File: src/core/rlh_map.svh
// register offsets, field positions, reset values and timing counts
// assumes a 10 MHz system clock and a 12-bit APB byte address
`ifndef RLH_MAP_SVH
`define RLH_MAP_SVH

// register byte offsets
`define RLH_OFF_STATUS 12'h000
`define RLH_OFF_EVENT  12'h004
`define RLH_OFF_CTRL   12'h008

// status register field positions
`define RLH_ST_RUNNING  0
`define RLH_ST_STOPPED  1
`define RLH_ST_PAUSED   2
`define RLH_ST_AT_HOME  3
`define RLH_ST_SW_ALIVE 4
`define RLH_ST_POWERED  5
`define RLH_ST_LINKAGE  6
`define RLH_ST_WARN     7
`define RLH_ST_TEACH    8
`define RLH_ST_GUARD    9
`define RLH_ST_HOMING   10
`define RLH_ST_W        11

// event register field positions, write one to pulse
`define RLH_EV_SW_READY 0
`define RLH_EV_SW_EXIT  1
`define RLH_EV_COLLIDE  2
`define RLH_EV_HOME     3
`define RLH_EV_PRG_DONE 4
`define RLH_EV_WARN     5
`define RLH_EV_W        6

// control register
`define RLH_CTRL_CMD_EN 0
`define RLH_CTRL_RESET  1'h1

// reset value of the link status outputs, stopped only
`define RLH_STATUS_RESET 5'h08

// settle time after software start
`define RLH_CLK_HZ       10000000
`define RLH_GUARD_TIME_S 10
`define RLH_GUARD_CYCLES (`RLH_GUARD_TIME_S * `RLH_CLK_HZ)
`define RLH_GUARD_W      27

`endif

File: src/core/rlh_pkg.sv
// types shared by the linkage handshake block
// assumes nothing beyond a SystemVerilog compiler
package rlh_pkg;

   // command pins in one group, msb first
   typedef struct packed {
      logic mode_link;
      logic teach;
      logic msg_clr;
      logic shutdown;
      logic pwr_on;
      logic home;
      logic pause;
      logic stop;
      logic start;
   } rlh_pins_type;

   // link status outputs
   typedef struct packed {
      logic running;
      logic stopped;
      logic paused;
      logic at_home;
      logic sw_alive;
   } rlh_status_type;

   // program sequencer states
   typedef enum logic [1:0] {
      st_stopped,
      st_running,
      st_paused,
      st_homing
   } rlh_state_type;

endpackage

File: src/core/rlh_link_io.sv
// linkage-mode discrete i/o command interpreter with APB status access
// assumes one 10 MHz clock, synchronous reset, APB master on clk
`timescale 1ns/10ps
`include "rlh_map.svh"

// Overview of operation
// - start edge in linkage mode begins running the default program
// - stop edge in linkage mode halts the program
// - pause edge toggles between paused and running
// - homing moves only while go-home held; stops at home
// - remote power-on level powers system in either mode
// - remote shutdown level powers system off in either mode
// - message-clear edge clears pending warnings
// - drag teaching enabled only while teach input held
// - running output active exactly while program runs
// - stopped output active from power-up before any start
// - software-alive output active while control software runs
// - at-home output set on arrival at initial position
// - start drops stopped and at-home, raises running
// - pause swaps running for paused; resume swaps back
// - collision pauses a running program and ends a homing move; warning must clear before pause toggle resumes
// - stop drops running and raises stopped
// - manual mode ignores linkage command inputs
// - mode selector latched only at power-on
module rlh_link_io #(
   parameter logic [31:0] GUARD_CYCLES = `RLH_GUARD_CYCLES
) (
   input  wire logic        clk,
   input  wire logic        sys_rst,
   input  wire logic        psel,
   input  wire logic        penable,
   input  wire logic        pwrite,
   input  wire logic [11:0] paddr,
   input  wire logic [31:0] pwdata,
   output logic      [31:0] prdata,
   output logic             pready,
   output logic             pslverr,
   input  wire logic        start_cmd_in,
   input  wire logic        stop_cmd_in,
   input  wire logic        pause_toggle_in,
   input  wire logic        go_home_in,
   input  wire logic        remote_power_on_in,
   input  wire logic        remote_shutdown_in,
   input  wire logic        msg_clear_in,
   input  wire logic        drag_teach_enable_in,
   input  wire logic        mode_link_sel_in,
   output logic             running_out,
   output logic             stopped_out,
   output logic             paused_out,
   output logic             at_home_out,
   output logic             sw_alive_out,
   output logic             power_en_out,
   output logic             drag_teach_out,
   output logic             home_drive_out
);
   import rlh_pkg::*;

   rlh_pins_type            pins;
   rlh_pins_type            lvl;
   rlh_pins_type            rise;
   logic [8:0]              pin_v;
   logic [8:0]              s1_q;
   logic [8:0]              s2_q;
   logic [8:0]              s3_q;
   rlh_state_type           state_q;
   rlh_state_type           state_d;
   rlh_status_type          status_q;
   logic                    power_q;
   logic                    linkage_q;
   logic                    sw_alive_q;
   logic                    warn_q;
   logic                    at_home_q;
   logic                    teach_q;
   logic                    home_drv_q;
   logic                    cmd_en_q;
   logic                    guard_done_q;
   logic [`RLH_GUARD_W-1:0] guard_cnt_q;
   logic [`RLH_EV_W-1:0]    ev_q;
   logic                    link_ok;
   logic                    acc;
   logic                    done;
   logic                    addr_ok;
   logic [`RLH_ST_W-1:0]    stat_v;
   logic [31:0]             rd_d;
   logic                    pready_q;
   logic                    pslverr_q;
   logic [31:0]             prdata_q;

   // pin grouping
   assign pins = '{mode_link: mode_link_sel_in, teach: drag_teach_enable_in,
                   msg_clr: msg_clear_in, shutdown: remote_shutdown_in,
                   pwr_on: remote_power_on_in, home: go_home_in,
                   pause: pause_toggle_in, stop: stop_cmd_in,
                   start: start_cmd_in};
   assign pin_v = pins;

   // two-flop synchroniser and edge stage per pin
   genvar gi;
   for (gi = 0; gi < 9; gi++) begin : g_sync
      always_ff @(posedge clk) begin
         if (sys_rst) begin
            s1_q[gi] <= 1'h0;
            s2_q[gi] <= 1'h0;
            s3_q[gi] <= 1'h0;
         end else begin
            s1_q[gi] <= pin_v[gi];
            s2_q[gi] <= s1_q[gi];
            s3_q[gi] <= s2_q[gi];
         end
      end
   end

   // levels come from the second stage, edges from the second and third, never the first
   assign lvl  = rlh_pins_type'(s2_q);
   assign rise = rlh_pins_type'(s2_q & ~s3_q);

   // linkage commands need power, linkage mode, live software, enable
   assign link_ok = power_q & linkage_q & sw_alive_q & cmd_en_q;

   // apb access phase and completion edge
   assign acc  = psel & penable;
   assign done = acc & pready_q;
   assign addr_ok = (paddr == `RLH_OFF_STATUS) | (paddr == `RLH_OFF_EVENT) |
                    (paddr == `RLH_OFF_CTRL);

   // one wait state keeps prdata and pslverr registered
   always_ff @(posedge clk) begin
      if (sys_rst) begin
         pready_q  <= 1'h0;
         pslverr_q <= 1'h0;
         prdata_q  <= 32'h0;
      end else begin
         pready_q  <= acc & ~pready_q;
         pslverr_q <= acc & ~pready_q & ~addr_ok;
         prdata_q  <= (acc & ~pready_q & ~pwrite) ? rd_d : 32'h0;
      end
   end

   // status word as seen by software
   always_comb begin
      stat_v = '0;
      stat_v[`RLH_ST_RUNNING]  = status_q.running;
      stat_v[`RLH_ST_STOPPED]  = status_q.stopped;
      stat_v[`RLH_ST_PAUSED]   = status_q.paused;
      stat_v[`RLH_ST_AT_HOME]  = status_q.at_home;
      stat_v[`RLH_ST_SW_ALIVE] = status_q.sw_alive;
      stat_v[`RLH_ST_POWERED]  = power_q;
      stat_v[`RLH_ST_LINKAGE]  = linkage_q;
      stat_v[`RLH_ST_WARN]     = warn_q;
      stat_v[`RLH_ST_TEACH]    = teach_q;
      stat_v[`RLH_ST_GUARD]    = guard_done_q;
      stat_v[`RLH_ST_HOMING]   = home_drv_q;
   end

   // read mux; event register reads as zero
   always_comb begin
      rd_d = 32'h0;
      case (paddr)
         `RLH_OFF_STATUS: rd_d = {21'h0, stat_v};
         `RLH_OFF_CTRL:   rd_d = {31'h0, cmd_en_q};
         default:         rd_d = 32'h0;
      endcase
   end

   // control register
   always_ff @(posedge clk) begin
      if (sys_rst) begin
         cmd_en_q <= `RLH_CTRL_RESET;
      end else if (done & pwrite & (paddr == `RLH_OFF_CTRL)) begin
         cmd_en_q <= pwdata[`RLH_CTRL_CMD_EN];
      end
   end

   // event pulses from software, one cycle wide
   always_ff @(posedge clk) begin
      if (sys_rst) begin
         ev_q <= '0;
      end else if (done & pwrite & (paddr == `RLH_OFF_EVENT)) begin
         ev_q <= pwdata[`RLH_EV_W-1:0];
      end else begin
         ev_q <= '0;
      end
   end

   // power: shutdown wins over power-on for safety
   always_ff @(posedge clk) begin
      if (sys_rst) begin
         power_q <= 1'h0;
      end else if (lvl.shutdown) begin
         power_q <= 1'h0;
      end else if (lvl.pwr_on) begin
         power_q <= 1'h1;
      end
   end

   // mode caught only on the off-to-on step
   always_ff @(posedge clk) begin
      if (sys_rst) begin
         linkage_q <= 1'h0;
      end else if (~power_q & lvl.pwr_on & ~lvl.shutdown) begin
         linkage_q <= lvl.mode_link;
      end
   end

   // software alive; ready beats exit in the same cycle
   always_ff @(posedge clk) begin
      if (sys_rst | ~power_q) begin
         sw_alive_q <= 1'h0;
      end else if (ev_q[`RLH_EV_SW_READY]) begin
         sw_alive_q <= 1'h1;
      end else if (ev_q[`RLH_EV_SW_EXIT]) begin
         sw_alive_q <= 1'h0;
      end
   end

   // settle timer, informative only; the controller must wait
   always_ff @(posedge clk) begin
      if (sys_rst | ~sw_alive_q) begin
         guard_cnt_q  <= '0;
         guard_done_q <= 1'h0;
      end else if (~guard_done_q) begin
         guard_cnt_q  <= guard_cnt_q + 1'b1;
         guard_done_q <= (guard_cnt_q == GUARD_CYCLES[`RLH_GUARD_W-1:0] - 1'b1);
      end
   end

   // warnings; a new warning beats a clear in the same cycle
   always_ff @(posedge clk) begin
      if (sys_rst) begin
         warn_q <= 1'h0;
      end else if (ev_q[`RLH_EV_COLLIDE] | ev_q[`RLH_EV_WARN]) begin
         warn_q <= 1'h1;
      end else if (rise.msg_clr) begin
         warn_q <= 1'h0;
      end
   end

   // drag teaching follows the held input
   always_ff @(posedge clk) begin
      if (sys_rst) begin
         teach_q <= 1'h0;
      end else begin
         teach_q <= power_q & lvl.teach;
      end
   end

   // program sequencer next state
   always_comb begin
      state_d = state_q;
      if (~power_q) begin
         state_d = st_stopped;
      end else begin
         case (state_q)
            st_stopped: begin
               if (link_ok & rise.start) begin
                  state_d = st_running;
               end else if (link_ok & lvl.home & ~at_home_q) begin
                  state_d = st_homing;
               end
            end
            st_running: begin
               if (link_ok & rise.stop) begin
                  state_d = st_stopped;
               end else if (ev_q[`RLH_EV_COLLIDE]) begin
                  state_d = st_paused;
               end else if (link_ok & rise.pause) begin
                  state_d = st_paused;
               end else if (ev_q[`RLH_EV_PRG_DONE]) begin
                  state_d = st_stopped;
               end
            end
            st_paused: begin
               if (link_ok & rise.stop) begin
                  state_d = st_stopped;
               end else if (link_ok & rise.pause & ~warn_q) begin
                  state_d = st_running;
               end
            end
            st_homing: begin
               // release, collision or lost link ends the move at once
               if (ev_q[`RLH_EV_COLLIDE] | ~link_ok | ~lvl.home) begin
                  state_d = st_stopped;
               end else if (ev_q[`RLH_EV_HOME]) begin
                  state_d = st_stopped;
               end
            end
            default: state_d = st_stopped;
         endcase
      end
   end

   // sequencer state
   always_ff @(posedge clk) begin
      if (sys_rst) begin
         state_q <= st_stopped;
      end else begin
         state_q <= state_d;
      end
   end

   // home flag: set on arrival, dropped when a program starts
   always_ff @(posedge clk) begin
      if (sys_rst) begin
         at_home_q <= 1'h0;
      end else if (state_q == st_homing & state_d == st_stopped & ev_q[`RLH_EV_HOME]) begin
         at_home_q <= 1'h1;
      end else if (state_q == st_stopped & state_d == st_running) begin
         at_home_q <= 1'h0;
      end
   end

   // registered outputs, one cycle behind the state
   always_ff @(posedge clk) begin
      if (sys_rst) begin
         status_q   <= `RLH_STATUS_RESET;
         home_drv_q <= 1'h0;
      end else begin
         status_q.running  <= state_q == st_running;
         status_q.stopped  <= state_q == st_stopped | state_q == st_homing;
         status_q.paused   <= state_q == st_paused;
         status_q.at_home  <= at_home_q;
         status_q.sw_alive <= sw_alive_q;
         home_drv_q        <= state_q == st_homing;
      end
   end

   assign prdata         = prdata_q;
   assign pready         = pready_q;
   assign pslverr        = pslverr_q;
   assign running_out    = status_q.running;
   assign stopped_out    = status_q.stopped;
   assign paused_out     = status_q.paused;
   assign at_home_out    = status_q.at_home;
   assign sw_alive_out   = status_q.sw_alive;
   assign power_en_out   = power_q;
   assign drag_teach_out = teach_q;
   assign home_drive_out = home_drv_q;
endmodule

File: config.mk
export PLATFORM = sky130hd
export DESIGN_NAME = rlh_link_io
export DESIGN_NICKNAME = d
export VERILOG_FILES = /design/src/core/rlh_pkg.sv /design/src/core/rlh_link_io.sv
export VERILOG_INCLUDE_DIRS = /design/src /design/src/core
export SDC_FILE = /design/constraint.sdc
export NUM_CORES = 1
export LEC_CHECK = 0
export ABC_AREA = 1
export BUFFER_PORTS_ARGS = -buffer_cell sky130_fd_sc_hd__buf_4
export CAP_MARGIN = 40
export CELL_PAD_IN_SITES_DETAIL_PLACEMENT = 1
export CELL_PAD_IN_SITES_GLOBAL_PLACEMENT = 1
export CORE_UTILIZATION = 37
export DETAILED_ROUTE_END_ITERATION = 16
export PLACE_DENSITY_LB_ADDON = 0.3
export REMOVE_ABC_BUFFERS = 1
export SYNTH_ARGS = -nofsm -noshare
export SYNTH_HDL_FRONTEND = slang
export SYNTH_SLANG_ARGS = --single-unit
export TNS_END_PERCENT = 1
File: constraint.sdc
create_clock -name clk -period 1.7 [get_ports clk]
set_input_delay 0.085 -clock clk [delete_from_list [all_inputs] [get_ports clk]]
set_output_delay 0.085 -clock clk [all_outputs]
set_load 0.01 [all_outputs]
## After elaboration in Yosys (flattened, before gate mapping)

Index checks and enable logic that the tools add are counted.

| word-level totals | value |
|---|---|
| word-level logic and storage cells | 127 |
| bits of input ports | 58 |
| register bits | 108 |
| output and inout bits | 42 |

| cells by class | value |
|---|---|
| muxes and demuxes | 20 |
| bitwise gates (word level) | 45 |
| reductions and logical operators | 9 |
| equal/unequal tests | 7 |
| add/sub/neg operators | 1 |

Operators with widths:

| cell | number |
|---|---|
| adder 27 x 1 -> 27 bit, second input constant | 1 |
| == test 27 bit, second input constant | 1 |
| AND 1 bit | 23 |
| two-way mux 2 bit | 11 |
| case mux 11 bit (2 select lines) | 1 |
| == test 12 x 3 -> 1 bit, second input constant | 1 |
| == test 12 x 4 -> 1 bit, second input constant | 1 |
| zero test 12 bit | 1 |
| NOT 1 bit | 12 |
| OR 1 bit | 8 |
| case mux 2 bit (4 select lines) | 1 |
| AND 7 bit | 1 |
| two-way mux 1 bit | 7 |
| NOT 7 bit | 1 |
| nonzero test 2 bit | 3 |
| OR reduction 2 bit | 3 |
| == test 2 x 1 -> 1 bit, second input constant | 2 |
| == test 2 bit, second input constant | 2 |
| zero test 2 bit | 2 |

## Longest topological paths before layout

Gate-level depths: netlist (run 1).

| depth | value |
|---|---|
| depth after elaboration | 13 |
| depth in mapped cells | 12 |
| depth with buffers taken out | 12 |

## Worst setup path after synthesis (run 1)

Ideal clock, no wire load.

| timing | value |
|---|---|
| path kind | reg2reg |
| from | register guard_cnt_q[0] |
| to | register guard_cnt_q[18] |
| cell stages (with the launch flop) | 11 |
| library setup time | 113 ps |
| path buffers | 0 |
| clock period less this slack | 1438 ps |
| data required time | 1587 ps |
| arrival | 1325 ps |
| slack | 262 ps |
| cell sequence | dfxtp_1 > ha_1 > nand2_1 > nor3_1 > nand3_2 > nor2_4 > nand2_4 > nor2_4 > nand3_1 > nand2_1 > nor2_1 |

| between the ends | value |
|---|---|
| longest elaborated chain between the ends | 1 |

Ends and longest elaborated chain:

| element | line | RTL |
|---|---|---|
| start: declaration | rlh_link_io.sv:77 | `` logic [`RLH_GUARD_W-1:0] guard_cnt_q; `` |
| start signal: assignment | rlh_link_io.sv:222 | `guard_cnt_q <= guard_cnt_q + 1'b1;` |
| adder 27 x 1 -> 27 bit | rlh_link_io.sv:222 |  |

Every way passes these cells.
A chain may end at the register's enable or synchronous reset.

## Final worst setup path (run 1)

Ends and elaborated chain as after synthesis.

==> out/metrics.yaml, run 1 <==
outcome:
  status: "complete, but fails checks"
  violations: "DRC"
timing:
  slew_violations: 0
  grt_setup_unrepaired: "true"
  setup_violations: 0
  hold_viol: 0
  finalCritPeriodShare_pct: 92.2
  max_freq_mhz: 638
  period_minus_slack_ns: 1.57
  worst_clock_skew_ns: 0.0154
floorplanning:
  row_count: 36
  core-area_sq_um: 9730
  io-pin-count: 100
  dieArea_sq_um: 10400
  die_h_microns: 102
  start_util_pct: 37.8
  die_w_microns: 102
global_routing:
  overflow: 0
  grt_util_all_layers_pct: 18.7
  grt_use_met2_pct: 34.7
  grt_busiest_layer: "met2"
  use_met1_pct: 20.6
  grt_pass1_vias: 3305
  grt_pass1_wl_mm: 15.0
  grt_max_degree: 33
  use_met3_pct: 4.00
  antenna_found_initial: 0
critical_path:
  r2r-end: "guard_cnt_q[18]"
  crit_arrival_ns: 1.82
  regToRegSetupSlack_ns: 0.13
  critPathKind: "flip-flop to flip-flop"
  rr_worst_depth: 10
  crit_required_ns: 1.95
  critPathCaptureType: "flip-flop"
  cp-endpoint: "guard_cnt_q[18]"
  path_max_fanout: 4
  r2r-start: "guard_cnt_q[0]"
  startpoint: "guard_cnt_q[0]"
  startpoint_type: "flip-flop"
detailed_routing:
  num_vias: 3184
  drtPass1Iterations: 10
  vias_per_cell: 4.49
  final_antenna_net_count: 0
  first_iter_violations: 54
  drcViolationCount: 1
  routedWlPerCell_microns: 12.5
  routed_wirelength_mm: 8.87
clocking:
  clock-sinks: 84
  postCtsSetupRepairBufs: 0
  cts_buffers: 9
  clk_root_buffer_cell: "clkbuf_8"
  cts.path.max_buffers: 2
  htree_levels: 3
  cts_tree: "built"
  clkTransAtPathRegs_ns: 0.10
  clk_latency_ns: 0.36
synthesis:
  avgSynthCellArea_sq_um: 7.41
  synth-main-ff-cell: "dfxtp_1"
  yosys_warnings: 0
  synth_top_area_cell: "dfxtp_1"
  async_flop_share_pct: 0
  ys_seq_area_share_pct: 45.7
  synth_edf_count: 0
  synthDominantCellAreaShare_pct: 45.7
  yosysUniqueCellTypes: 37
  synth_seq_cells: 84
  ys_top_cells_by_area: "dfxtp_1 46%, nand2_1 9.4%, nor2_1 8.6%"
  synth_area_sq_um: 3680
  synthCells: 497
placement:
  place_hpwl_mm: 6.62
  place_inst: 677
  place.gp.congestion: 0.798
  portBuffers: 52
cells_and_area:
  finalNonFillerCells: 709
  mostFrequentLayoutCell: "nand2_1"
  nets: 634
  drive_gt1_share_pct: 16.8
  final_cell_mix: "91 x nand2_1, 84 x nor2_1, 82 x dfxtp_1, 77 x inv_1, 57 x buf_4"
  diodes: 0
  area_delta_synth_final_pct: 22.8
power_and_ir_drop:
  p_per_area_nw_per_um2: 806
  fin_total_pwr_w: 0.00365
  p_leak_nw: 1.92
  ir_worst_vdd_mv: 0.435
worst_hold_path:
  hold_path.class: "input pin to flip-flop"
flow_run:
  maxCapViolations: 0
-- synthesized netlist by cell type (6+ instances only) --
| master | n |
|---|---|
| nand2_1 | 92 |
| dfxtp_1 | 84 |
| nor2_1 | 84 |
| inv_1 | 77 |
| nor3_1 | 23 |
| buf_4 | 21 |
| nand3_1 | 20 |
| a21oi_1 | 18 |
| o21ai_0 | 13 |
| xor2_1 | 7 |
| nand4_1 | 6 |
| nor3b_1 | 6 |
-- critical path: stages (launching register included) --
cell,delay [ns]
dfxtp_1,0.37
ha_1,0.19
nand2_1,0.09
nor3_2,0.14
nand3_2,0.15
nor2_4,0.16
nand2_4,0.08
nor2_4,0.10
nand3_1,0.08
nand2_1,0.07
nor2_1,0.04
-- timing repair --
action / in CTS / in global routing
endpoints found under the hold margin: 16 / 0
setup endpoints to repair: 0 / 12
hold buffers: 16 / 0
resized for setup: 0 / 5
-- per-stage QoR --
stage | hold WS (ns) | setup WS [ns] | instance area (sq um) | setup TNS (ns) | utilization, %
floorplan | 0.154 | 0.257 | 3550 | 0 | -
global placement | 0.283 | 0.132 | 4150 | 0 | 42.6
detailed placement | 0.293 | 0.0553 | 4150 | 0 | 42.6
CTS | 0.00796 | 0.0335 | 4510 | 0 | 46.3
global route | 0.0211 | -0.0527 | 4520 | -0.0872 | 46.5
finish | 0.0270 | 0.132 | 4520 | 0 | 46.5
-- cell families after synthesis --
group	count (synthesis)	synth area share (%)
buffers and inverters	110	13.7
adders and majority gates	5	1.70
other	1	0.102
DFF	84	45.7
and+or+nand+nor	255	32.1
AOI/OAI and AO/OA	35	5.06
xor gates and xnor gates	7	1.67
-- flip-flops by register name, summed over array words and instances, names as in the netlist, 2 cells and up --
name,flops
s1_q,9
ev_q,6
prdata,11
lvl,9
guard_cnt_q,27
s3_q,4
state_q,2
-- worst min-delay path by stage --
stage,startpoint,to,slack [ns],depth (start not counted)
2_1_floorplan,sys_rst,warn_q,0.15,1
3_3_place_gp,pause_toggle_in,s1_q[2],0.28,3
3_5_place_dp,mode_link_sel_in,s1_q[8],0.29,3
4_1_cts,paddr[3],prdata[0],0.008,4
5_1_grt,paddr[3],prdata[0],0.02,4
6_report,paddr[3],prdata[0],0.03,4
-- final cells by class --
| type | count | area, sq um |
|---|---|---|
| Multi-Input combinational cell | 323 | 1580 |
| Fill cell | 1243 | 5210 |
| Inverter | 80 | 300 |
| Sequential cell | 84 | 1680 |
| Timing Repair Buffer | 73 | 588 |
| Tap cell | 133 | 166 |
| Clock inverter | 6 | 71.3 |
| Clock buffer | 10 | 128 |
-- layer usage --
metal | share of wire, % | vias up
li1 | - | 1639
met1 | 43 | 1480
met2 | 52 | 45
met3 | 2.6 | 20
met4 | 2.4 | 0
met5 | 0 | -
-- where the power goes --
group / total [W] / switching (W) / internal [W]
logic: 0.000182 / 0.0000889 / 0.0000926
registers: 0.00200 / 0.00000830 / 0.00199
clock network: 0.00146 / 0.000770 / 0.000693
Power figures use the tool's default switching activity.
==> inputs of run 2 (changes only) <==
PLACE_DENSITY_LB_ADDON = 0.1   (was 0.3)
==> out/metrics.yaml, run 2 (synthesis gave the netlist of run 1 again) <==
detailed_routing:
  vias_per_cell: 4.53  # was 4.49
  num_vias: 3223  # was 3,184
  drcViolationCount: 0  # was 1
  final_antenna_net_count: 0  # unchanged
  routedWlPerCell_microns: 12.1  # was 12.5 microns
  drtPass1Iterations: 4  # was 10
  routed_wirelength_mm: 8.60  # was 8.87 mm
  first_iter_violations: 41  # was 54
cells_and_area:
  largest_register: "guard_cnt_q"  # unchanged
  diodes: 0  # unchanged
  mostFrequentLayoutCell: "nand2_1"  # unchanged
  nets: 637  # was 634
  finalNonFillerCells: 712  # was 709
  final_cell_mix: "91 x nand2_1, 84 x nor2_1, 83 x dfxtp_1, 77 x inv_1, 60 x buf_4"  # was 91 x nand2_1, 84 x nor2_1, 82 x dfxtp_1, 77 x inv_1, 57 x buf_4
  largest_reg_flops: 27  # unchanged
  drive_gt1_share_pct: 17.3  # was 16.8%
  area_delta_synth_final_pct: 22.8  # unchanged
timing:
  setup_ws_ns: 0.130  # was 0.132 ns
  setup_violations: 0  # unchanged
  whs_ns: 0.0246  # was 0.0270 ns
  max_freq_mhz: 637  # was 638 MHz
  slew_violations: 0  # unchanged
  period_minus_slack_ns: 1.57  # about the same
  timing.setup.tns_ns: 0  # unchanged
  finalCritPeriodShare_pct: 92.4  # was 92.2%
  hold_viol: 0  # unchanged
  worst_clock_skew_ns: 0.00659  # was 0.0154 ns
clocking:
  clk_latency_ns: 0.35  # was 0.36 ns
  cts_tree: "built"  # unchanged
  clk_root_buffer_cell: "clkbuf_8"  # unchanged
  cts.path.max_buffers: 2  # unchanged
  clkTransAtPathRegs_ns: 0.09  # was 0.10 ns
  htree_levels: 3  # unchanged
  cts_buffers: 9  # unchanged
  clock-sinks: 84  # unchanged
global_routing:
  grt_pass1_vias: 3371  # was 3,305
  antenna_found_initial: 0  # unchanged
  grt_pass1_wl_mm: 14.9  # was 15.0 mm
  overflow: 0  # unchanged
  grt_max_degree: 31  # was 33
  grt_util_all_layers_pct: 18.6  # was 18.7%
critical_path:
  path_max_fanout: 4  # unchanged
  regToRegSetupSlack_ns: 0.13  # about the same
  critPathKind: "flip-flop to flip-flop"  # unchanged
  crit_required_ns: 1.96  # was 1.95 ns
  startpoint_type: "flip-flop"  # unchanged
  r2r-start: "guard_cnt_q[0]"  # unchanged
  cp-endpoint: "guard_cnt_q[18]"  # unchanged
  rr_worst_depth: 10  # unchanged
  critPathCaptureType: "flip-flop"  # unchanged
  startpoint: "guard_cnt_q[0]"  # unchanged
  r2r-end: "guard_cnt_q[18]"  # unchanged
  crit_arrival_ns: 1.83  # was 1.82 ns
  worstPathCellList: "ha_1, nand2_1, nor3_2, nand3_2, nor2_4, nand2_4, nor2_4, nand3_1, nand2_1, nor2_1"  # unchanged
  slowest_stage: "dfxtp_1"  # unchanged
  slowest_delay_ns: 0.36  # was 0.37 ns
power_and_ir_drop:
  ir_worst_vdd_mv: 0.545  # was 0.435 mV
  p_leak_nw: 1.91  # was 1.92 nW
  p_switching_w: 0.000857  # was 0.000867 W
  power.internal_w: 0.00263  # was 0.00278 W
  p_per_area_nw_per_um2: 771  # was 806 nW/um^2
  p_seq_share_pct: 57.4  # was 54.9%
  sw_frac_of_total_pct: 24.6  # was 23.8%
  p_clk_share_pct: 37.5  # was 40.1%
  power_frac_comb_pct: 5.2  # was 5.0%
placement:
  place.gp.congestion: 0.846  # was 0.798
  preCtsSetupSlack_ns: 0.0612  # was 0.0553 ns
  place_hpwl_mm: 6.66  # was 6.62 mm
  place_inst: 680  # was 677
  portBuffers: 52  # unchanged
floorplanning:
  start_util_pct: 37.8  # unchanged
  dieArea_sq_um: 10400  # unchanged
  io-pin-count: 100  # unchanged
  row_count: 36  # unchanged
  die_w_microns: 102  # unchanged
  core-area_sq_um: 9730  # unchanged
  die_h_microns: 102  # unchanged
worst_hold_path:
  hold_path.class: "input pin to flip-flop"  # unchanged
outcome:
  status: "finished clean"  # was complete, but fails checks
flow_run:
  maxCapViolations: 0  # unchanged
[run 2: layer usage]
layer,track usage (%),share of wire (%)
met2,35.2,53
met5,0,0
met3,3.24,2.5
met4,7.25,2.1
met1,20.4,43
[run 2: metrics by stage]
stage,total power [W],util [%],cell area (sq um)
6_report,0.00349,46.5,4520
5_1_grt,0.00365,46.5,4520
4_1_cts,0.00353,46.3,4510
3_5_place_dp,0.00220,42.9,4170
3_3_place_gp,0.00219,42.9,4170
2_1_floorplan,0.00211,-,3550
[run 2: power groups by stage]
stage	clock network (W)	logic (W)	registers, W
after floorplan	0	0.0000605	0.00205
after global placement	0	0.000146	0.00205
after detailed placement	0	0.000151	0.00205
after CTS	0.00135	0.000181	0.00200
after global routing	0.00144	0.000202	0.00200
final	0.00131	0.000180	0.00200
[run 2: critical path, delay by kind of cell (launching register included)]
family | cells | cell delay (ns)
simple gates | 9 | 0.91
flops | 1 | 0.36
fa+ha+maj | 1 | 0.21
[run 2: worst min-delay path by stage]
stage / start / slack [ns] / end / depth (start not counted)
floorplan: sys_rst / 0.15 / warn_q / 1
global placement: drag_teach_enable_in / 0.28 / s1_q[7] / 3
detailed placement: drag_teach_enable_in / 0.29 / s1_q[7] / 3
CTS: penable / 0.01 / pready / 3
global route: penable / 0.02 / pready / 3
finish: penable / 0.02 / pready / 3
[run 2: cell type report]
class | instances | area [sq um]
flip-flops and latches | 84 | 1680
repair buffers | 76 | 611
fillers | 1279 | 5210
multi-input cells | 323 | 1580
inverters | 80 | 300
clock inverters | 6 | 50.0
well taps | 133 | 166
clock buffers | 10 | 128
[run 2: what timing repair did]
item,in CTS,in global routing
setup endpoints to repair,0,6
endpoints found under the hold margin,18,0
gates resized for setup,0,4
hold buffers,16,0
buffers inserted,0,0
==> inputs of run 3 (changes only) <==
RECOVER_POWER = 100   (was default)
==> out/metrics.yaml, run 3 (synthesis gave the netlist of run 1 again) <==
outcome:
  status: "finished clean"  # unchanged
critical_path:
  rr_worst_depth: 10  # unchanged
  crit_required_ns: 1.96  # about the same
  r2r-start: "guard_cnt_q[0]"  # unchanged
  startpoint: "guard_cnt_q[0]"  # unchanged
  critPathCaptureType: "flip-flop"  # unchanged
  crit_arrival_ns: 1.83  # about the same
  startpoint_type: "flip-flop"  # unchanged
  path_max_fanout: 4  # unchanged
  r2r-end: "guard_cnt_q[18]"  # unchanged
  critPathKind: "flip-flop to flip-flop"  # unchanged
  regToRegSetupSlack_ns: 0.13  # about the same
cells_and_area:
  utilization_pct: 45.5  # was 46.5%
  area_delta_synth_final_pct: 20.2  # was 22.8%
  n_fill_cell: 1291  # was 1,279
  diodes: 0  # unchanged
  mostFrequentLayoutCell: "nand2_1"  # unchanged
  largest_register: "guard_cnt_q"  # unchanged
  largest_reg_flops: 27  # unchanged
  drive_gt1_share_pct: 13.1  # was 17.3%
  nets: 637  # unchanged
  final_cell_mix: "92 x nand2_1, 84 x nor2_1, 83 x dfxtp_1, 77 x inv_1, 34 x buf_4"  # was 91 x nand2_1, 84 x nor2_1, 83 x dfxtp_1, 77 x inv_1, 60 x buf_4
  finalNonFillerCells: 712  # unchanged
  fin_area_sq_um: 4430  # was 4520 sq um
detailed_routing:
  drtPass1Iterations: 4  # unchanged
  routedWlPerCell_microns: 12.1  # about the same
  num_vias: 3225  # was 3,223
  vias_per_cell: 4.53  # about the same
  routed_wirelength_mm: 8.58  # was 8.60 mm
  drcViolationCount: 0  # unchanged
  final_antenna_net_count: 0  # unchanged
  first_iter_violations: 37  # was 41
floorplanning:
  dieArea_sq_um: 10400  # unchanged
  io-pin-count: 100  # unchanged
  row_count: 36  # unchanged
  core-area_sq_um: 9730  # unchanged
  start_util_pct: 37.8  # unchanged
  die_h_microns: 102  # unchanged
  die_w_microns: 102  # unchanged
placement:
  place_inst: 680  # unchanged
  portBuffers: 52  # unchanged
  dpl_cell_area_sq_um: 4170  # unchanged
  place.gp.congestion: 0.846  # unchanged
  place_hpwl_mm: 6.66  # unchanged
worst_hold_path:
  holdPathEnd: "pready"  # unchanged
  worstHoldStart: "penable"  # unchanged
  hold_path.class: "input pin to flip-flop"  # unchanged
  hold_depth: 3  # unchanged
global_routing:
  grt_pass1_wl_mm: 14.9  # unchanged
  antenna_found_initial: 0  # unchanged
  grt_pass1_vias: 3371  # unchanged
  overflow: 0  # unchanged
  grt_max_degree: 31  # unchanged
  grt_util_all_layers_pct: 18.6  # unchanged
clocking:
  clk_latency_ns: 0.35  # about the same
  clock-sinks: 84  # unchanged
  cts.path.max_buffers: 2  # unchanged
  cts_buffers: 9  # unchanged
  clk_root_buffer_cell: "clkbuf_8"  # unchanged
  clkTransAtPathRegs_ns: 0.09  # about the same
  htree_levels: 3  # unchanged
  cts_tree: "built"  # unchanged
power_and_ir_drop:
  p_seq_share_pct: 57.5  # was 57.4%
  power_frac_comb_pct: 5.0  # was 5.2%
  p_leak_nw: 1.82  # was 1.91 nW
  p_per_area_nw_per_um2: 786  # was 771 nW/um^2
  p_clk_share_pct: 37.5  # about the same
  ir_worst_vdd_mv: 0.545  # about the same
  sw_frac_of_total_pct: 24.6  # about the same
  power.internal_w: 0.00262  # was 0.00263 W
  p_switching_w: 0.000856  # was 0.000857 W
timing:
  worst_clock_skew_ns: 0.00634  # was 0.00659 ns
  tightest_slew_ns: 0.595
  period_minus_slack_ns: 1.57  # about the same
  max_freq_mhz: 637  # about the same
  hold_viol: 0  # unchanged
  setup_violations: 0  # unchanged
  max-slew-margin-rel_pct: 60.3
  slew_violations: 0  # unchanged
  finalCritPeriodShare_pct: 92.3  # was 92.4%
flow_run:
  maxCapViolations: 0  # unchanged
-- run 3: changes by cell type in the layout (fill, tap and decap cells not counted) --
cell,before,now
clkbuf_1,1,24
nand2_2,4,3
clkbuf_2,0,3
buf_4,60,34
nand2_1,91,92
-- run 3: power by group through the flow --
stage,logic (W),clock network (W),registers [W]
2_1_floorplan,0.0000605,0,0.00205
3_3_place_gp,0.000146,0,0.00205
3_5_place_dp,0.000151,0,0.00205
4_1_cts,0.000181,0.00135,0.00200
5_1_grt,0.000196,0.00144,0.00200
6_report,0.000174,0.00130,0.00200
-- run 3: timing repair --
action                                 4_1_cts  5_1_grt
gates resized for setup                      0        4
endpoints found under the hold margin       18        0
hold buffers                                16        0
setup buffers                                0        0
setup endpoints to repair                    0        6
-- run 3: critical path, cell delays in order (launching register included) --
cell	delay, ns
dfxtp_1	0.36
ha_1	0.21
nand2_1	0.10
nor3_2	0.14
nand3_2	0.14
nor2_4	0.17
nand2_4	0.08
nor2_4	0.10
nand3_1	0.07
nand2_1	0.07
nor2_1	0.04
-- run 3: area by class of cell --
| class | instances | area [sq um] | share of cell area, % |
|---|---|---|---|
| sequential | 84 | 1680 | 38.0 |
| multi-input combinational | 323 | 1580 | 35.7 |
| timing repair buffer | 76 | 517 | 11.7 |
| inverter | 80 | 300 | 6.79 |
| tap | 133 | 166 | 3.76 |
| clock buffer | 10 | 128 | 2.88 |
| clock inverter | 6 | 50.0 | 1.13 |
-- run 3: per-layer routing --
layer / share of wire (%) / vias up / track usage [%]
met5: 0 / - / 0
met4: 1.9 / 0 / 7.25
met3: 2.4 / 12 / 3.24
met2: 53 / 41 / 35.2
met1: 43 / 1529 / 20.4
li1: - / 1643 / -
-- run 3: worst max path at each step --
stage / endpoint / slack, ns
5_1_grt: guard_cnt_q[18] / -0.006
6_report: guard_cnt_q[18] / 0.13
3_5_place_dp: guard_cnt_q[18] / 0.06
2_1_floorplan: guard_cnt_q[18] / 0.26
3_3_place_gp: guard_cnt_q[18] / 0.12
4_1_cts: guard_cnt_q[18] / 0.05
-- run 3: stage by stage --
stage,setup WS [ns],hold slack (ns),total power (W),TNS (ns)
floorplan,0.257,0.154,0.00211,0
global placement,0.119,0.284,0.00219,0
detailed placement,0.0612,0.295,0.00220,0
CTS,0.0470,0.0120,0.00353,0
global route,-0.00557,0.0242,0.00364,-0.00557
finish,0.130,0.0254,0.00348,0
